[src/core/psfi_pkg.sv]
// Purpose: Shared constants for the port status and fault indicator.
// Assumes: 100 MHz hclk, word-wide AHB-Lite register access.
// Notes: Input vector layout is shared by the synchroniser and the core.
package psfi_pkg;

   // ==========================================
   // Clock and timing
   // ==========================================
   localparam int CLK_PERIOD_NS = 10;
   localparam int TICK_NS = 1000000;
   localparam int TICK_CYCLES = TICK_NS / CLK_PERIOD_NS;
   localparam int TICK_W = 17;
   localparam int HALF_W = 16;
   localparam logic [HALF_W-1:0] FLASH_HALF_MS_RST = 16'h007d;

   // ==========================================
   // Ports and synchronised input layout
   // ==========================================
   localparam int NPORT = 8;
   localparam int SYNC_W = 29;
   localparam int SY_LINK = 0;
   localparam int SY_RX = 8;
   localparam int SY_MASK = 16;
   localparam int SY_GOOD1 = 24;
   localparam int SY_GOOD2 = 25;
   localparam int SY_LOW1 = 26;
   localparam int SY_LOW2 = 27;
   localparam int SY_RAIL = 28;

   // ==========================================
   // Register map
   // ==========================================
   localparam int IDX_W = 6;
   localparam logic [7:0] OFF_CTRL = 8'h00;
   localparam logic [7:0] OFF_FLASH = 8'h04;
   localparam logic [7:0] OFF_STATUS = 8'h08;
   localparam logic [7:0] OFF_STICKY = 8'h0c;
   localparam logic [7:0] CTRL_RST = 8'h00;
   localparam int STK_SUPPLY = 0;
   localparam int STK_PERM = 1;
   localparam int STK_LINK = 2;
   localparam int STK_W = 3;
   localparam logic [1:0] HTRANS_NONSEQ = 2'h2;
   localparam logic [31:0] RDATA_ZERO = 32'h0000_0000;

   // Returns true when a word index selects the register at a byte offset.
   function automatic logic psfi_hit(input logic [IDX_W-1:0] idx, input logic [7:0] off);
      psfi_hit = (idx == off[7:2]);
   endfunction

endpackage

[src/core/psfi_reg_if.sv]
// Purpose: Register access carrier between the bus slave and the core.
// Assumes: One write strobe per transfer, read data combinational from the core.
// Notes: Index is the word address, byte offset divided by four.
`timescale 1ns/1ns
interface psfi_reg_if;
   logic [psfi_pkg::IDX_W-1:0] idx;
   logic wr_stb;
   logic [31:0] wdata;
   logic [31:0] rdata;

   // Bus side drives the access, core answers with read data.
   modport bus (output idx, output wr_stb, output wdata, input rdata);
   modport core (input idx, input wr_stb, input wdata, output rdata);
endinterface

[src/core/psfi_sync.sv]
// Purpose: Two-flop synchroniser for all monitor, link and switch inputs.
// Assumes: Inputs are slow levels.
// Notes: The first stage is read by the second stage only.
`timescale 1ns/1ns
module psfi_sync (
   // Clock and reset
   input wire logic hclk,
   input wire logic hresetn,
   // Raw and synchronised levels
   input wire logic [psfi_pkg::SYNC_W-1:0] raw,
   output logic [psfi_pkg::SYNC_W-1:0] stable
);

   typedef struct packed {
      logic [psfi_pkg::SYNC_W-1:0] meta;
      logic [psfi_pkg::SYNC_W-1:0] stable;
   } psfi_sync_t;

   psfi_sync_t s_q;
   psfi_sync_t s_d;

   // Shift the raw levels through two stages.
   always_comb begin
      s_d = s_q;
      s_d.meta = raw;
      s_d.stable = s_q.meta;
   end

   // State register.
   always_ff @(posedge hclk or negedge hresetn) begin
      if (!hresetn) begin
         s_q <= '0;
      end else begin
         s_q <= s_d;
      end
   end

   assign stable = s_q.stable;
endmodule

[src/core/psfi_ahb_slave.sv]
// Purpose: AHB-Lite slave reaching the indicator registers.
// Assumes: Single word transfers only; the response is always OKAY.
// Notes: Every transfer takes one wait state; writes land on the edge that ends the data phase.
`timescale 1ns/1ns
module psfi_ahb_slave (
   // Clock and reset
   input wire logic hclk,
   input wire logic hresetn,
   // AHB-Lite slave port
   input wire logic hsel,
   input wire logic [31:0] haddr,
   input wire logic [1:0] htrans,
   input wire logic hwrite,
   input wire logic [2:0] hsize,
   input wire logic [31:0] hwdata,
   input wire logic hready,
   output logic hreadyout,
   output logic hresp,
   output logic [31:0] hrdata,
   // Register carrier
   psfi_reg_if.bus regs
);

   typedef struct packed {
      logic pend;
      logic wr;
      logic [psfi_pkg::IDX_W-1:0] idx;
      logic ready;
      logic resp;
      logic [31:0] rdata;
      logic wr_stb;
      logic [31:0] wdata;
   } psfi_ahb_t;

   psfi_ahb_t s_q;
   psfi_ahb_t s_d;
   logic take;

   // An address phase is accepted when selected, NONSEQ or SEQ, and the bus is ready.
   assign take = hsel && hready && htrans[1];

   // Address capture, one wait state, then write strobe or read data.
   always_comb begin
      s_d = s_q;
      s_d.wr_stb = 1'b0;
      s_d.resp = 1'b0;
      if (s_q.pend) begin
         s_d.pend = 1'b0;
         s_d.ready = 1'b1;
         if (s_q.wr) begin
            s_d.wr_stb = 1'b1;
            s_d.wdata = hwdata;
         end else begin
            s_d.rdata = regs.rdata;
         end
      end else if (take) begin
         s_d.pend = 1'b1;
         s_d.ready = 1'b0;
         s_d.wr = hwrite;
         s_d.idx = haddr[psfi_pkg::IDX_W+1:2];
      end
   end

   // State register.
   always_ff @(posedge hclk or negedge hresetn) begin
      if (!hresetn) begin
         s_q <= '0;
         s_q.ready <= 1'b1;
      end else begin
         s_q <= s_d;
      end
   end

   assign hreadyout = s_q.ready;
   assign hresp = s_q.resp;
   assign hrdata = s_q.rdata;
   assign regs.idx = s_q.idx;
   assign regs.wr_stb = s_q.wr_stb;
   assign regs.wdata = s_q.wdata;
endmodule

[src/core/psfi_top.sv]
// Purpose: Fault relay, supply, fault and port LED drive for an eight-port switch.
// Assumes: Monitor flags arrive as digital levels; hsize is always a word.
// Notes: Relay output high means coil energised, contact closed, no fault.
//
// How it works
// RULE_01: Relay is energised when healthy and opens on any fault.
// RULE_02: Either supply-good flag low raises the relay fault.
// RULE_03: Rail monitor failure or either supply below 9.6 V is a fault.
// RULE_04: Missing link raises the fault only on ports whose mask switch enables it.
// RULE_05: Link supervision starts disabled on every port after reset.
// RULE_06: A single fed supply still reports the unfed one as failed.
// RULE_07: Supply LED lit while supply present, dark when below 9.6 V.
// RULE_08: Fault LED lit while any error exists, else dark.
// RULE_09: Port LED dark without valid link or when masked.
// RULE_10: Unmasked port LED steady green on link with no receive activity.
// RULE_11: Unmasked port LED flashes yellow while receive activity is present.
// RULE_12: Mask switch at 0 suppresses that port's LED indication.
// RULE_13: Yellow flash comes from a prescaled toggle; yellow wins over green.
// RULE_14: Fault LED follows the relay fault; all inputs are synchronised.
//
// The AHB-Lite register port and the register offsets are this design's own decisions.
`timescale 1ns/1ns
module psfi_top #(
   parameter int TICK_CYCLES = psfi_pkg::TICK_CYCLES
) (
   // Clock and reset
   input wire logic hclk,
   input wire logic hresetn,
   // AHB-Lite slave port
   input wire logic hsel,
   input wire logic [31:0] haddr,
   input wire logic [1:0] htrans,
   input wire logic hwrite,
   input wire logic [2:0] hsize,
   input wire logic [31:0] hwdata,
   input wire logic hready,
   output logic hreadyout,
   output logic hresp,
   output logic [31:0] hrdata,
   // Supply and internal monitors
   input wire logic supply_one_good,
   input wire logic supply_two_good,
   input wire logic supply_one_low,
   input wire logic supply_two_low,
   input wire logic rail_3v3_fail,
   // Port link and receive activity
   input wire logic [7:0] port_link,
   input wire logic [7:0] port_rx_active,
   // Front-panel link-report mask switches
   input wire logic link_mask_port_one,
   input wire logic link_mask_port_two,
   input wire logic link_mask_port_three,
   input wire logic link_mask_port_four,
   input wire logic link_mask_port_five,
   input wire logic link_mask_port_six,
   input wire logic link_mask_port_seven,
   input wire logic link_mask_port_eight,
   // Relay and indicators
   output logic fault_relay_energise,
   output logic supply_one_led,
   output logic supply_two_led,
   output logic fault_led,
   output logic [7:0] port_activity_led_green,
   output logic [7:0] port_activity_led_yellow
);

   // ==========================================
   // Types and state
   // ==========================================
   typedef struct packed {
      logic [psfi_pkg::TICK_W-1:0] pre_cnt;
      logic [psfi_pkg::HALF_W-1:0] ms_cnt;
      logic flash;
      logic [7:0] sup_en;
      logic [psfi_pkg::HALF_W-1:0] flash_half;
      logic [psfi_pkg::STK_W-1:0] sticky;
      logic relay;
      logic led_s1;
      logic led_s2;
      logic led_fault;
      logic [7:0] led_green;
      logic [7:0] led_yellow;
   } psfi_core_t;

   psfi_core_t s_q;
   psfi_core_t s_d;

   localparam logic [psfi_pkg::TICK_W-1:0] TICK_LAST = psfi_pkg::TICK_W'(TICK_CYCLES - 1);
   localparam logic [psfi_pkg::HALF_W-1:0] HALF_ONE = 16'h0001;

   // ==========================================
   // Bus slave and synchroniser
   // ==========================================
   psfi_reg_if regs ();

   // Word-wide register access with one wait state per transfer.
   psfi_ahb_slave u_ahb (
      .hclk(hclk),
      .hresetn(hresetn),
      .hsel(hsel),
      .haddr(haddr),
      .htrans(htrans),
      .hwrite(hwrite),
      .hsize(hsize),
      .hwdata(hwdata),
      .hready(hready),
      .hreadyout(hreadyout),
      .hresp(hresp),
      .hrdata(hrdata),
      .regs(regs)
   );

   logic [psfi_pkg::SYNC_W-1:0] raw_in;
   logic [psfi_pkg::SYNC_W-1:0] sy;

   // Gather every asynchronous level into one vector for the synchroniser.
   assign raw_in = {rail_3v3_fail, supply_two_low, supply_one_low, supply_two_good, supply_one_good,
                    link_mask_port_eight, link_mask_port_seven, link_mask_port_six, link_mask_port_five,
                    link_mask_port_four, link_mask_port_three, link_mask_port_two, link_mask_port_one,
                    port_rx_active, port_link};

   // All monitor and switch inputs pass two flops before use. [RULE_14]
   psfi_sync u_sync (
      .hclk(hclk),
      .hresetn(hresetn),
      .raw(raw_in),
      .stable(sy)
   );

   // ==========================================
   // Fault decision
   // ==========================================
   logic [7:0] link_ok;
   logic [7:0] rx_act;
   logic [7:0] mask_on;
   logic good1;
   logic good2;
   logic low1;
   logic low2;
   logic rail_bad;

   // Named views of the synchronised vector.
   assign link_ok = sy[psfi_pkg::SY_LINK +: psfi_pkg::NPORT];
   assign rx_act = sy[psfi_pkg::SY_RX +: psfi_pkg::NPORT];
   assign mask_on = sy[psfi_pkg::SY_MASK +: psfi_pkg::NPORT];
   assign good1 = sy[psfi_pkg::SY_GOOD1];
   assign good2 = sy[psfi_pkg::SY_GOOD2];
   assign low1 = sy[psfi_pkg::SY_LOW1];
   assign low2 = sy[psfi_pkg::SY_LOW2];
   assign rail_bad = sy[psfi_pkg::SY_RAIL];

   logic supply_fail;
   logic perm_fault;
   logic [7:0] link_watch;
   logic link_fault;
   logic any_fault;

   // Both supplies must be present, so a single fed input is a failure. [RULE_02] [RULE_06]
   assign supply_fail = !good1 || !good2;
   // Rail monitor or undervoltage on either supply is a permanent fault. [RULE_03]
   assign perm_fault = rail_bad || low1 || low2;
   // A port is watched only if its switch reports and software enabled it. [RULE_04] [RULE_12]
   assign link_watch = mask_on & s_q.sup_en;
   assign link_fault = |(link_watch & ~link_ok); // [RULE_04]
   assign any_fault = supply_fail || perm_fault || link_fault;

   // ==========================================
   // Port LED shaping
   // ==========================================
   logic [7:0] show;
   logic [7:0] green_d;
   logic [7:0] yellow_d;

   // Each port is shown only with a link and an enabling switch.
   for (genvar p = 0; p < psfi_pkg::NPORT; p++) begin : g_port
      assign show[p] = link_ok[p] && mask_on[p]; // [RULE_09] [RULE_12]
      assign green_d[p] = show[p] && !rx_act[p]; // [RULE_10] [RULE_13]
      assign yellow_d[p] = show[p] && rx_act[p] && s_q.flash; // [RULE_11] [RULE_13]
   end

   // ==========================================
   // Register read mux
   // ==========================================
   logic [31:0] status_word;

   // Live view of the synchronised inputs and the fault decision.
   assign status_word = {mask_on, rx_act, link_ok, 1'b0, s_q.flash, any_fault,
                         rail_bad, low2, low1, good2, good1};

   // Read data for the addressed word; unmapped words read zero.
   always_comb begin
      regs.rdata = psfi_pkg::RDATA_ZERO;
      if (psfi_pkg::psfi_hit(regs.idx, psfi_pkg::OFF_CTRL)) begin
         regs.rdata = {24'h00_0000, s_q.sup_en};
      end else if (psfi_pkg::psfi_hit(regs.idx, psfi_pkg::OFF_FLASH)) begin
         regs.rdata = {16'h0000, s_q.flash_half};
      end else if (psfi_pkg::psfi_hit(regs.idx, psfi_pkg::OFF_STATUS)) begin
         regs.rdata = status_word;
      end else if (psfi_pkg::psfi_hit(regs.idx, psfi_pkg::OFF_STICKY)) begin
         regs.rdata = {29'h0000_0000, s_q.sticky};
      end
   end

   // ==========================================
   // Next state
   // ==========================================
   logic [psfi_pkg::STK_W-1:0] stk_set;
   logic [psfi_pkg::STK_W-1:0] stk_clr;
   logic wr_ctrl;
   logic wr_flash;
   logic wr_sticky;

   // Register write decode.
   assign wr_ctrl = regs.wr_stb && psfi_pkg::psfi_hit(regs.idx, psfi_pkg::OFF_CTRL);
   assign wr_flash = regs.wr_stb && psfi_pkg::psfi_hit(regs.idx, psfi_pkg::OFF_FLASH);
   assign wr_sticky = regs.wr_stb && psfi_pkg::psfi_hit(regs.idx, psfi_pkg::OFF_STICKY);

   // Sticky events; write one to clear, a new event in the same cycle wins.
   assign stk_set = {link_fault, perm_fault, supply_fail};
   assign stk_clr = wr_sticky ? regs.wdata[psfi_pkg::STK_W-1:0] : '0;

   // Prescaler, flash toggle, registers and output flops.
   always_comb begin
      s_d = s_q;
      // Millisecond tick from the system clock, then a half-period count. [RULE_13]
      if (s_q.pre_cnt == TICK_LAST) begin
         s_d.pre_cnt = '0;
         if (s_q.ms_cnt + HALF_ONE >= s_q.flash_half) begin
            s_d.ms_cnt = '0;
            s_d.flash = !s_q.flash;
         end else begin
            s_d.ms_cnt = s_q.ms_cnt + HALF_ONE;
         end
      end else begin
         s_d.pre_cnt = s_q.pre_cnt + 1'b1;
      end
      if (wr_ctrl) begin
         s_d.sup_en = regs.wdata[7:0];
      end
      if (wr_flash) begin
         s_d.flash_half = regs.wdata[psfi_pkg::HALF_W-1:0];
      end
      s_d.sticky = (s_q.sticky & ~stk_clr) | stk_set;
      // Relay opens on any fault, so a dead coil also reads as a fault. [RULE_01]
      s_d.relay = !any_fault;
      // Fault LED shares the relay's fault term. [RULE_08] [RULE_14]
      s_d.led_fault = any_fault;
      // Supply LEDs: present and not under threshold. [RULE_07]
      s_d.led_s1 = good1 && !low1;
      s_d.led_s2 = good2 && !low2;
      s_d.led_green = green_d;
      s_d.led_yellow = yellow_d;
   end

   // State register; supervision enables start cleared. [RULE_05]
   always_ff @(posedge hclk or negedge hresetn) begin
      if (!hresetn) begin
         s_q <= '0;
         s_q.sup_en <= psfi_pkg::CTRL_RST;
         s_q.flash_half <= psfi_pkg::FLASH_HALF_MS_RST;
      end else begin
         s_q <= s_d;
      end
   end

   // ==========================================
   // Outputs
   // ==========================================
   assign fault_relay_energise = s_q.relay;
   assign supply_one_led = s_q.led_s1;
   assign supply_two_led = s_q.led_s2;
   assign fault_led = s_q.led_fault;
   assign port_activity_led_green = s_q.led_green;
   assign port_activity_led_yellow = s_q.led_yellow;
endmodule

[config.mk]
export PLATFORM = sky130hd
export DESIGN_NAME = psfi_top
export DESIGN_NICKNAME = d
export VERILOG_FILES = /design/src/core/psfi_pkg.sv /design/src/core/psfi_reg_if.sv /design/src/core/psfi_sync.sv /design/src/core/psfi_ahb_slave.sv /design/src/core/psfi_top.sv
export SDC_FILE = /design/constraint.sdc
export NUM_CORES = 1
export LEC_CHECK = 0
export BUFFER_PORTS_ARGS = -buffer_cell sky130_fd_sc_hd__buf_4
export CORE_MARGIN = 5
export CORE_UTILIZATION = 45
export DETAILED_ROUTE_END_ITERATION = 12
export PLACE_DENSITY = 0.67
export SYNTH_ARGS = -nofsm -noshare
export SYNTH_HDL_FRONTEND = slang
export SYNTH_SLANG_ARGS = --single-unit
export TNS_END_PERCENT = 50
[constraint.sdc]
create_clock -name hclk -period 8.7 [get_ports hclk]
set_input_delay 0.435 -clock hclk [delete_from_list [all_inputs] [get_ports hclk]]
set_output_delay 0.435 -clock hclk [all_outputs]
set_load 0.03 [all_outputs]
==> Word-level counts from Yosys, hierarchy flattened <==
Index checks and enable logic that the tools add are counted.
W data, S select, Z words.
{ "op_classes": {"bitwise": 8, "n_addsub": 2, "mux": 12, "n_lt_le_gt_ge": 1, "eq_ne": 4, "reduce_logical": 65} }
{ "op_table": {"columns": ["operator", "count"], "rows": [
  ["$mux W32", 3],
  ["$mux W33", 2],
  ["$logic_and A1 B1 Y1", 39],
  ["$add A17 B1 Y17 const B", 1],
  ["$eq A17 B17 Y1 const B", 1],
  ["$mux W17", 1],
  ["$add A16 B1 Y16 const B", 1],
  ["$and A8 B8 Y8", 2],
  ["$ge A16 B16 Y1", 1],
  ["$mux W16", 1],
  ["$logic_not A1 Y1", 14],
  ["$eq A6 B2 Y1 const B", 2],
  ["$mux W9", 1],
  ["$not A8 Y8", 1],
  ["$reduce_and A2 Y1", 4],
  ["$reduce_or A8 Y1", 1],
  ["$eq A6 B1 Y1 const B", 1],
  ["$logic_not A6 Y1", 1],
  ["$mux W3", 2],
  ["$logic_or A1 B1 Y1", 5],
  ["$and A3 B3 Y3", 1],
  ["$not A3 Y3", 1],
  ["$or A3 B3 Y3", 1],
  ["$mux W1", 2],
  ["2 further kinds", 3]
]} }
{ "word_totals": {"input_bits": 103, "out_inout_bits": 54, "elab_cells": 113, "ff_bits": 213} }

==> Logic depth before layout (Yosys ltp) <==
Gate-level depths: netlist of the first run.
{ "logic_depth": {"ltp_word": 7, "ltp_mapped": 12, "mapped_depth_nobuf": 11} }

==> Cells and area by module <==
From an unflattened synthesis of the first run, not the netlist that was laid out.
{ "hier_totals": {"hier_cells": 754, "area_unflattened_um2": 9236.4} }
{ "modules_own_cells": {"columns": ["module", "instances", "cells_per_inst", "seq_area_each_um2", "area_per_inst_um2"], "rows": [
  ["psfi_top", 1, 465, 2034.5, 4419.2],
  ["psfi_ahb_slave", 1, 231, 1853.0, 3365.7],
  ["psfi_sync", 1, 58, 1451.4, 1451.4]
]} }

==> Worst setup path after synthesis of the first run <==
OpenSTA, ideal clock, no wires.
{ "synth_timing": {"path_type": "reg2reg", "start": "register s_q[50] (netlist name)", "end": "register s_q[63] (netlist name)", "setup_slack_ns": 5.937, "path_stages_with_launch": 12, "arrival_time_ns": 2.683, "synth_period_minus_slack_ns": 2.763, "path_buffers": 0, "cell_sequence": "dfrtp_1 nand3_2 nor3_4 and3_1 xor2_1 ha_1 a21oi_1 o21a_1 o211ai_1 a221o_1 or4_1 o211ai_2"} }
{ "synth_between": {"elab_chain_len": 3} }
{ "synth_rtl": {"columns": ["item", "line", "source"], "rows": [
  ["from (decl)", "psfi_top.sv:85", "psfi_core_t s_q;"],
  ["$add A16 B1 Y16 *", "psfi_top.sv:228, psfi_top.sv:232", null],
  ["$ge A16 B16 Y1", "psfi_top.sv:228", "if (s_q.ms_cnt + HALF_ONE >= s_q.flash_half) begin"],
  ["$mux W16 *", "psfi_top.sv:228", null]
]} }
Mark *: on every way between the ends. The rest lies on a longest branch, timed or not.
A chain may end at the register's enable or synchronous reset.

==> Worst setup path in the final report of the first run <==
{ "layout_timing": {"start": "register s_q[48] (netlist name)", "end": "register s_q[61] (netlist name)"} }
Same word-level chain as after synthesis.

==> results by group, run 1 <==
Outcome
  – Status: finished clean

Worst setup path
  – CP Data Arrival Time: 3.88 ns
  – Worst EP required: 9.06 ns
  – Worst path cell trace: ha_1 -> and4_1 -> nand2_1 -> xnor2_1 -> ha_1 -> nand2_1 -> o21a_1 -> o211ai_1 -> a221o_1 -> nor2_2 -> a22o_1
  – RR Endpoint: s_q[61]$_DFFE_PN0N_
  – Worst path slowest cell: a221o_1
  – Reg2Reg Setup Slack: 5.18 ns
  – Largest delay share family, worst path: compound AO/OA/AOI/OAI gates
  – Crit. End Element: register
  – CP Class: reg -> reg
  – CP bufs+invs: 0
  – Reg2reg start: s_q[48]$_DFFE_PN0N_
  – R2R cell count: 11
  – Largest stage delay, worst path: 0.62 ns
  – Worst Setup Start Kind: register
  – Crit-path max FO: 18

Timing
  – Worst-Margin Slew: 0.975 ns
  – RSZ-0062 raised after global routing: no
  – Worst Hold Slack: 0.105 ns
  – Crit path time final: 3.52 ns
  – Final max-slew violation count: 0
  – Setup violations, final: 0
  – Total negative slack: 0 ns
  – Period utilisation layout: 40.5%
  – Worst Clk Skew: 0.00772 ns
  – Final Hold Viols: 0
  – Fmax: 0.284 GHz
  – Max-slew headroom: 35.0%

Clock network
  – Post-CTS sizing: 0
  – Setup Fix Bufs, Post-CTS: 0
  – Hold-fix buffers, CTS: 0
  – Worst-Skew Late Latency: 0.43 ns
  – TritonCTS clock tree: yes
  – CTS Buffer Depth: 2
  – Clock sink count: 197
  – Clk root buf: clkbuf_16
  – H-tree depth: 4
  – Clock transition at path regs: 0.07 ns
  – CTS buffer count: 17

Yosys
  – Synth Cell Area: 8060 um2
  – Post-synth top flop: dfrtp_1
  – Synth top area share: 59.0%
  – Yosys warnings: 0
  – Sequential share of the synthesized area: 61.3%
  – Cells after Synth: 664
  – Yosys reg bits: 197
  – Post-Syn Nets: 785
  – Number of distinct library cells after synthesis: 51
  – Post-Syn Area per Cell: 12.1 um2
  – FFs w/ async S/R, synth: 100%
  – Cell accounting for the most synthesized area: dfrtp_1
  – Number of synthesized flops with an enable pin: 0
  – Dominant cells by area after synthesis: dfrtp_1, mux2_2, buf_4, nand2_1, a22o_1

Pwr
  – Pwr Density: 222 nW/um2
  – VDD IR max: 0.000139 V
  – Total leakage power: 4.48 nW

Drt
  – Wire per inst: 17.0 um
  – Post-DR vias/cell: 5.14
  – Post-route DRC: 0
  – Antenna-violating nets left: 0
  – Starting DRT DRC Count: 255
  – Vias: 4972
  – DR pass1 iterations: 4
  – WL final: 16400 um

Floorplanning
  – Die ar.: 20700 um2
  – FP Rows: 49
  – Core Box Area: 17800 um2
  – Boundary Pins: 157
  – Die H: 144 um
  – Die width: 144 um
  – Initial Utilization: 45.3%

Worst hold path
  – Hold WC Path Type: in -> reg
  – Min-Delay Path Depth: 1
  – HP Start: link_mask_port_one
  – Hold endpoint: u_sync.s_d[16]$_DFF_PN0_

GRT
  – GRT overflow: 0
  – Largest net degree at the start of global routing: 131
  – Global Route Usage Sum: 16.8%
  – Initial antenna violation count: 0
  – Vias in the first global route: 5227
  – First-pass GRT wire length: 27000 um

Layout
  – Fillers: 1517
  – Final net count: 848
  – Synth-to-layout area growth: 15.8%
  – Ant. Diodes: 0
  – Ratio of cells with drive above 1 in the final layout: 27.3%

Placement
  – IO Port Bufs: 109
  – RePlAce Congestion: 0.817
  – Hpwl dp: 11900 um

Job
  – Maxcap violations: 0
-- sequential cells by signal (all words and copies together) (netlist names) --
signal / cells
fault_led: 1
fault_relay_energise: 1
port_activity_led_green: 8
port_activity_led_yellow: 8
s_q: 61
supply_one_led: 1
supply_two_led: 1
u_ahb.hrdata: 32
u_ahb.hreadyout: 1
u_ahb.regs.idx: 6
u_ahb.regs.wdata: 16
u_ahb.regs.wr_stb: 1
u_ahb.s_q: 2
u_sync.s_d: 29
u_sync.stable: 29
-- layout by cell type (no fill, tap or decap), types with 2 or more instances in the layout --
| cell type | n |
|---|---|
| ha_1 | 18 |
| dfstp_2 | 7 |
| mux2_2 | 41 |
| dfrtp_1 | 190 |
| nand2_1 | 90 |
| nor4_1 | 2 |
| and2_1 | 2 |
| xnor2_1 | 16 |
| o21a_1 | 3 |
| o22ai_1 | 4 |
| buf_4 | 111 |
| or2_2 | 2 |
| clkinv_4 | 3 |
| or3_1 | 2 |
| mux2i_1 | 5 |
| a22o_1 | 27 |
| mux4_2 | 3 |
| xor2_1 | 14 |
| o21ai_0 | 27 |
| clkbuf_8 | 2 |
| inv_8 | 5 |
| nand4_1 | 7 |
| and3_1 | 11 |
| and4_1 | 2 |
| clkinv_8 | 3 |
| a22oi_1 | 8 |
| clkbuf_16 | 17 |
| nand3_1 | 11 |
| a21oi_1 | 8 |
| a21o_1 | 5 |
| nor2_1 | 39 |
| inv_1 | 21 |
| nor3_1 | 5 |
| nor2b_1 | 7 |
-- how the worst max path moves through the flow --
stage,end,slack (ns),cells past startpoint,start
floorplan,s_q[63]$_DFFE_PN0N_,5.94,11,s_q[50]$_DFFE_PN0N_
global placement,s_q[48]$_DFFE_PN0N_,5.32,11,s_q[50]$_DFFE_PN0N_
detailed placement,s_q[61]$_DFFE_PN0N_,5.26,11,s_q[50]$_DFFE_PN0N_
CTS,s_q[61]$_DFFE_PN0N_,5.22,11,s_q[48]$_DFFE_PN0N_
global route,s_q[61]$_DFFE_PN0N_,4.93,11,s_q[50]$_DFFE_PN0N_
finish,s_q[61]$_DFFE_PN0N_,5.18,11,s_q[48]$_DFFE_PN0N_
-- synthesized netlist by cell type, drive strengths merged (3+ instances only) --
| cell type | instances |
|---|---|
| mux4 | 3 |
| mux2i | 5 |
| inv | 21 |
| ha | 18 |
| nor2 | 40 |
| dfrtp | 190 |
| a22o | 27 |
| clkbuf | 14 |
| nor3 | 6 |
| dfstp | 7 |
| o21a | 3 |
| mux2 | 41 |
| buf | 54 |
| a22oi | 8 |
| and3 | 12 |
| nand2 | 90 |
| xor2 | 14 |
| o21ai | 27 |
| nand4 | 7 |
| a21o | 5 |
| a21oi | 8 |
| nand3 | 12 |
| xnor2 | 16 |
| nor2b | 7 |
| o22ai | 4 |
-- layout make-up --
cell class / count / area (um2) / share of cell area (%)
clock buffer: 19 / 443 / 4.75
inverter: 22 / 82.6 / 0.885
timing repair buffer: 112 / 847 / 9.08
sequential: 197 / 4940 / 52.9
multi-input combinational: 377 / 2600 / 27.8
tap: 229 / 287 / 3.07
clock inverter: 12 / 140 / 1.50
-- metrics by stage --
step	std cells	cell area [um2]	setup slack (ns)	util (%)	total power [mW]
6_report	968	9330	5.18	52.5	2.07
3_3_place_gp	937	8750	5.32	49.2	1.32
2_1_floorplan	664	8060	5.94	-	1.23
4_1_cts	968	9330	5.22	52.5	2.10
5_1_grt	968	9330	4.93	52.5	2.16
3_5_place_dp	937	8750	5.26	49.2	1.33
-- per-layer routing --
metal  vias to the layer above  track usage [%]  wire [um]
li1                       2333                -          -
met5                         -                0          0
met4                         0             5.80        254
met1                      2495             22.7       7230
met3                        21             3.43        757
met2                       123             27.1       8190
-- power breakdown --
| group | switching [mW] | total, mW | internal (mW) | leakage (nW) |
|---|---|---|---|---|
| logic | 0.134 | 0.244 | 0.111 | 1.70 |
| clock network | 0.370 | 0.761 | 0.391 | 0.286 |
| registers | 0.0708 | 1.07 | 0.997 | 2.50 |
| total | 0.574 | 2.07 | 1.50 | 4.48 |
-- cells by family (layout without fill, tap and decap cells) --
logic type,Yosys count,count (layout),share of synthesized area [%]
XOR/XNOR,30,30,3.26
adder cells (fa/ha/maj),18,18,2.79
AND/OR/NAND/NOR,191,191,11.1
multiplexers,49,49,7.19
other,1,1,0.0465
AO/OA/AOI/OAI,88,88,7.82
flip-flops,197,197,61.3
buffers and inverters,90,165,6.52
Note: power is estimated with default switching activity, not from simulation.
==> inputs of run 2 (changes only) <==
- PLACE_DENSITY: 0.67 -> 0.7
- clock period: 8.7 -> 3.1 ns (I/O delays scaled with it)
==> results by group, run 2 (synthesized netlist as in run 1, its figures left out) <==
Outcome
  – Status: finished clean (unchanged)

Layout
  – Design Area, Final: 10100 um2 (was 9330 um2)
  – Max reg flops: 61 (unchanged)
  – Post-route insts no fill: 1044 (was 968)
  – Final core occ: 56.8% (was 52.5%)
  – Ratio of cells with drive above 1 in the final layout: 28.5% (was 27.3%)
  – Commonest non-fill, non-tap cell in the layout: dfrtp_1 (unchanged)
  – Final net count: 921 (was 848)
  – Synth-to-layout area growth: 25.3% (was 15.8%)
  – Most frequent cells in the layout: dfrtp_1, buf_4, nand2_1 (unchanged)
  – Largest register by flop count: s_q (unchanged)

Floorplanning
  – Core Box Area: 17800 um2 (unchanged)
  – Boundary Pins: 157 (unchanged)
  – Die width: 144 um (unchanged)
  – Die ar.: 20700 um2 (unchanged)
  – FP Rows: 49 (unchanged)
  – Initial Utilization: 45.3% (unchanged)
  – Die H: 144 um (unchanged)

Clock network
  – Clock transition at path regs: 0.08 ns (was 0.07 ns)
  – Clock sink count: 197 (unchanged)
  – TritonCTS clock tree: yes (unchanged)
  – H-tree depth: 4 (unchanged)
  – Worst-Skew Late Latency: 0.43 ns (about the same)
  – Clk root buf: clkbuf_16 (unchanged)
  – CTS buffer count: 17 (unchanged)
  – CTS Buffer Depth: 2 (unchanged)

GRT
  – Global Route Usage Sum: 18.1% (was 16.8%)
  – Largest net degree at the start of global routing: 119 (was 131)
  – Vias in the first global route: 5598 (was 5227)
  – GRT overflow: 0 (unchanged)
  – First-pass GRT wire length: 28900 um (was 27000 um)
  – Initial antenna violation count: 2 (was 0)

Timing
  – RSZ-0062 raised after global routing: yes (was no)
  – Max-slew headroom: 38.4% (was 35.0%)
  – Worst-Margin Slew: 0.924 ns (was 0.975 ns)
  – Fmax: 0.338 GHz (was 0.284 GHz)
  – Fin worst setup slack: 0.141 ns (was 5.18 ns)
  – Setup violations, final: 0 (unchanged)
  – Final Hold Viols: 0 (unchanged)
  – Worst Clk Skew: 0.0110 ns (was 0.00772 ns)
  – Period utilisation layout: 95.4% (was 40.5%)
  – Crit path time final: 2.96 ns (was 3.52 ns)
  – Final max-slew violation count: 0 (unchanged)

Drt
  – Antenna-violating nets left: 0 (unchanged)
  – DR pass1 iterations: 4 (unchanged)
  – Wire per inst: 17.3 um (was 17.0 um)
  – WL final: 18000 um (was 16400 um)
  – Starting DRT DRC Count: 336 (was 255)
  – Post-route DRC: 0 (unchanged)
  – Post-DR vias/cell: 5.16 (was 5.14)
  – Vias: 5385 (was 4972)

Job
  – Maxcap violations: 0 (unchanged)

Pwr
  – Pwr Density: 612 nW/um2 (was 222 nW/um2)
  – VDD IR max: 0.000405 V (was 0.000139 V)
  – Total leakage power: 4.82 nW (was 4.48 nW)

Worst setup path
  – CP Data Arrival Time: 3.32 ns (was 3.88 ns)
  – Crit-path max FO: 7 (was 18)
  – Crit. End Element: register (unchanged)
  – Worst EP required: 3.46 ns (was 9.06 ns)
  – CP Class: reg -> reg (unchanged)
  – Worst Setup Start Kind: register (unchanged)

Placement
  – Pre-CTS setup slack: 0.000768 ns (was 5.26 ns)
  – Hpwl dp: 12200 um (was 11900 um)
  – Placed cell count: 946 (was 937)
  – IO Port Bufs: 109 (unchanged)
  – RePlAce Congestion: 0.871 (was 0.817)
  – Post-DP Area: 8820 um2 (was 8750 um2)

Worst hold path
  – Hold WC Path Type: in -> reg (unchanged)
==> run 2: cell types whose count changed in the layout (fill, tap and decap cells not counted), moves of 2 or more <==
cell	delta
buf_4	+18
diode_2	+2
dfrtp_1	-5
dlygate4sd3_1	+53
inv_6	+2
o21ai_1	+4
bufinv_16	+2
o21ai_0	-4
dfrtp_2	+5
==> run 2: where the power goes <==
group	internal [mW]	leakage, nW	switching (mW)
Sequential	2.80	2.49	0.202
Clock	1.28	0.312	1.05
Combinational	0.420	2.02	0.434
Total	4.50	4.82	1.68
==> run 2: what timing repair did <==
item	in CTS	in global routing
cloned	0	1
resized for setup	1	14
pin swaps	0	2
setup endpoints to repair	2	17
setup buffers	0	10
hold endpoints to repair	163	0
hold buffers	53	0
==> run 2: layout make-up <==
class	count	area, um2
diodes	2	5.00
clock buffers	19	453
clock inverters	13	181
fillers	1452	7680
inverters	22	82.6
multi-input cells	377	2620
flip-flops and latches	197	4940
well taps	229	287
repair buffers	185	1530
==> run 2: critical path, cell delays in order (launching register included) <==
cell and delay [ns]:
dfrtp_2 0.44, nand3_4 0.12, nor3_4 0.26, buf_4 0.15, and3_4 0.20, xor2_1 0.18, ha_1 0.27, a21o_1 0.18
a21o_1 0.18, a221o_1 0.37, or4_1 0.46, o211ai_2 0.08
==> run 2: worst paths after layout <==
| path | startpoint | endpoint | slack (ns) | cells past startpoint |
|---|---|---|---|---|
| setup / recovery | s_q[50]$_DFFE_PN0N_ | s_q[63]$_DFFE_PN0N_ | 0.14 | 11 |
| hold / removal | hready | u_ahb.regs.idx[2]$_DFFE_PN0P_ | 0.24 | 4 |
| setup reg to reg | s_q[50]$_DFFE_PN0N_ | s_q[63]$_DFFE_PN0N_ | 0.14 | 11 |
| hold reg to reg | u_sync.s_d[26]$_DFF_PN0_ | u_sync.stable[26]$_DFF_PN0_ | 0.35 | 0 |
| max in group asynchronous | hresetn | s_q[29]$_DFFE_PN1P_ | 1.78 | 3 |
| min in group asynchronous | hresetn | u_sync.s_d[10]$_DFF_PN0_ | 0.41 | 2 |
==> run 2: layer usage <==
layer / up-vias / wire [um] / track usage (%)
met5: - / 0 / 0
met2: 155 / 9180 / 30.0
met1: 2703 / 7520 / 23.1
met4: 0 / 558 / 7.78
li1: 2487 / - / -
met3: 40 / 782 / 3.56
==> run 2: stage by stage <==
step,setup TNS [ns],total power [mW],hold WS [ns]
floorplan,0,3.46,-0.141
global placement,0,3.75,0.265
detailed placement,0,3.78,0.265
CTS,0,6.17,0.225
global route,-0.0939,6.43,0.267
finish,0,6.18,0.239
==> inputs of run 3 (changes only) <==
--- a/config.mk
+++ b/config.mk
@@ -11,3 +11,3 @@
 export DETAILED_ROUTE_END_ITERATION = 12
-export PLACE_DENSITY = 0.7
+export PLACE_DENSITY = 0.67
 export SYNTH_ARGS = -nofsm -noshare
==> constraint.sdc (replaced) <==
create_clock -name hclk -period 3.3 [get_ports hclk]
set_input_delay 0.66 -clock hclk [delete_from_list [all_inputs] [get_ports hclk]]
set_output_delay 0.66 -clock hclk [all_outputs]
set_load 0.03 [all_outputs]
==> results by group, run 3 (synthesized netlist as in run 1, its figures left out) <==
Outcome
  – Status: finished clean (unchanged)

Job
  – Maxcap violations: 0 (unchanged)

Placement
  – Hpwl dp: 12400 um (was 12200 um)
  – RePlAce Congestion: 0.832 (was 0.871)
  – Post-DP Area: 8830 um2 (was 8820 um2)
  – IO Port Bufs: 109 (unchanged)

Floorplanning
  – Die ar.: 20700 um2 (unchanged)
  – Initial Utilization: 45.3% (unchanged)
  – Boundary Pins: 157 (unchanged)
  – Core Box Area: 17800 um2 (unchanged)
  – Die H: 144 um (unchanged)
  – FP Rows: 49 (unchanged)
  – Die width: 144 um (unchanged)

Worst setup path
  – Crit-path max FO: 12 (was 7)
  – Largest stage delay, worst path: 0.46 ns (about the same)
  – Worst path slowest cell: a221o_2 (was or4_1)
  – Worst Setup Start Kind: register (unchanged)
  – Crit path from: s_q[50]$_DFFE_PN0N_ (unchanged)
  – Worst EP required: 3.67 ns (was 3.46 ns)
  – CP Data Arrival Time: 3.48 ns (was 3.32 ns)
  – Crit. End Element: register (unchanged)
  – Worst path cell trace: nand3_2 -> nor3_4 -> and3_1 -> xor2_1 -> ha_1 -> a21oi_1 -> o21a_1 -> o211ai_1 -> a221o_2 -> buf_4 -> o21ai_0 -> a22o_1 (was nand3_4 -> nor3_4 -> buf_4 -> and3_4 -> xor2_1 -> ha_1 -> a21o_1 -> a21o_1 -> a221o_1 -> or4_1 -> o211ai_2)
  – CP Class: reg -> reg (unchanged)
  – Reg2reg start: s_q[50]$_DFFE_PN0N_ (unchanged)

Layout
  – Ant. Diodes: 0 (was 2)
  – Largest register by flop count: s_q (unchanged)
  – Final net count: 858 (was 921)
  – Most frequent cells in the layout: dfrtp_1, buf_4, nand2_1 (unchanged)
  – Design Area, Final: 9480 um2 (was 10100 um2)
  – Synth-to-layout area growth: 17.6% (was 25.3%)
  – Max reg flops: 61 (unchanged)
  – Ratio of cells with drive above 1 in the final layout: 29.3% (was 28.5%)
  – Commonest non-fill, non-tap cell in the layout: dfrtp_1 (unchanged)
  – Final core occ: 53.3% (was 56.8%)

Timing
  – Final max-slew violation count: 0 (unchanged)
  – Worst-Margin Slew: 0.827 ns (was 0.924 ns)
  – Period utilisation layout: 94.5% (was 95.4%)
  – Setup violations, final: 0 (unchanged)
  – Final Hold Viols: 0 (unchanged)
  – Max-slew headroom: 44.7% (was 38.4%)
  – RSZ-0062 raised after global routing: no (was yes)
  – Fmax: 0.321 GHz (was 0.338 GHz)
  – Worst Clk Skew: 0.0110 ns (about the same)
  – Total negative slack: 0 ns (unchanged)
  – Crit path time final: 3.12 ns (was 2.96 ns)

Clock network
  – H-tree depth: 4 (unchanged)
  – CTS buffer count: 17 (unchanged)
  – Clock transition at path regs: 0.07 ns (was 0.08 ns)
  – Clk root buf: clkbuf_16 (unchanged)
  – CTS Buffer Depth: 2 (unchanged)
  – Clock sink count: 197 (unchanged)
  – Worst-Skew Late Latency: 0.43 ns (about the same)
  – TritonCTS clock tree: yes (unchanged)

Worst hold path
  – Hold WC Path Type: in -> async (was in -> reg)

GRT
  – Vias in the first global route: 5441 (was 5598)
  – First-pass GRT wire length: 28100 um (was 28900 um)
  – Largest net degree at the start of global routing: 84 (was 119)
  – Initial antenna violation count: 0 (was 2)
  – Global Route Usage Sum: 17.5% (was 18.1%)
  – GRT overflow: 0 (unchanged)

Drt
  – WL final: 17100 um (was 18000 um)
  – Post-DR vias/cell: 5.17 (was 5.16)
  – Starting DRT DRC Count: 312 (was 336)
  – Post-route DRC: 0 (unchanged)
  – Vias: 5066 (was 5385)
  – Antenna-violating nets left: 0 (unchanged)
  – DR pass1 iterations: 5 (was 4)
  – Wire per inst: 17.4 um (was 17.3 um)

Pwr
  – Pwr Density: 595 nW/um2 (was 612 nW/um2)
  – VDD IR max: 0.000392 V (was 0.000405 V)
  – Tot Pwr: 5.63 mW (was 6.18 mW)
  – Total leakage power: 4.55 nW (was 4.82 nW)
## run 3: metrics by stage
stage | hold WS [ns] | setup slack (ns) | cells
final | 0.271 | 0.183 | 979
after global routing | 0.310 | 0.00413 | 979
after CTS | 0.276 | 0.0638 | 978
after detailed placement | 0.335 | 0.103 | 946
after global placement | 0.332 | 0.178 | 946
after floorplan | 0.331 | 0.537 | 664
## run 3: critical path, delay by kind of cell (launching register included)
| kind | cells | cell delay [ns] |
|---|---|---|
| compound gates | 6 | 1.32 |
| buf+inv | 1 | 0.21 |
| fa+ha+maj | 1 | 0.27 |
| flops | 1 | 0.43 |
| xor+xnor | 1 | 0.16 |
| simple gates | 3 | 0.67 |
## run 3: final timing paths
path                                               end  slack, ns  depth (start not counted)
setup reg to reg                   s_q[53]$_DFFE_PN0N_       0.18                         12
setup / recovery                   s_q[53]$_DFFE_PN0N_       0.18                         12
hold reg to reg            u_sync.stable[26]$_DFF_PN0_       0.35                          0
hold / removal                 u_sync.s_d[1]$_DFF_PN0_       0.27                          1
min in group hclk              u_sync.s_d[4]$_DFF_PN0_       0.33                          1
max in group asynchronous          s_q[29]$_DFFE_PN1P_       2.22                          2
## run 3: area by class of cell
type	count	area, um2
inverters	22	82.6
flip-flops and latches	197	4940
well taps	229	287
multi-input cells	377	2610
clock inverters	12	165
clock buffers	20	457
fillers	1502	8300
repair buffers	122	935
## run 3: per-layer routing
layer	vias up	track usage [%]	wire length (um)
li1	2353	-	-
met5	-	0	0
met4	0	6.49	499
met1	2553	23.4	7330
met2	128	28.2	8340
met3	32	3.89	906
## run 3: timing repair
action,in CTS,in global routing
gates resized for setup,0,8
setup endpoints to repair,0,11
buffers inserted,0,1
hold buffers,0,0
## run 3: power breakdown
| part | total, mW | switching [mW] | internal [mW] | leakage [nW] |
|---|---|---|---|---|
| clock | 2.12 | 0.932 | 1.19 | 0.297 |
| combinational | 0.712 | 0.390 | 0.323 | 1.76 |
| sequential | 2.80 | 0.173 | 2.63 | 2.49 |
| total | 5.63 | 1.49 | 4.14 | 4.55 |
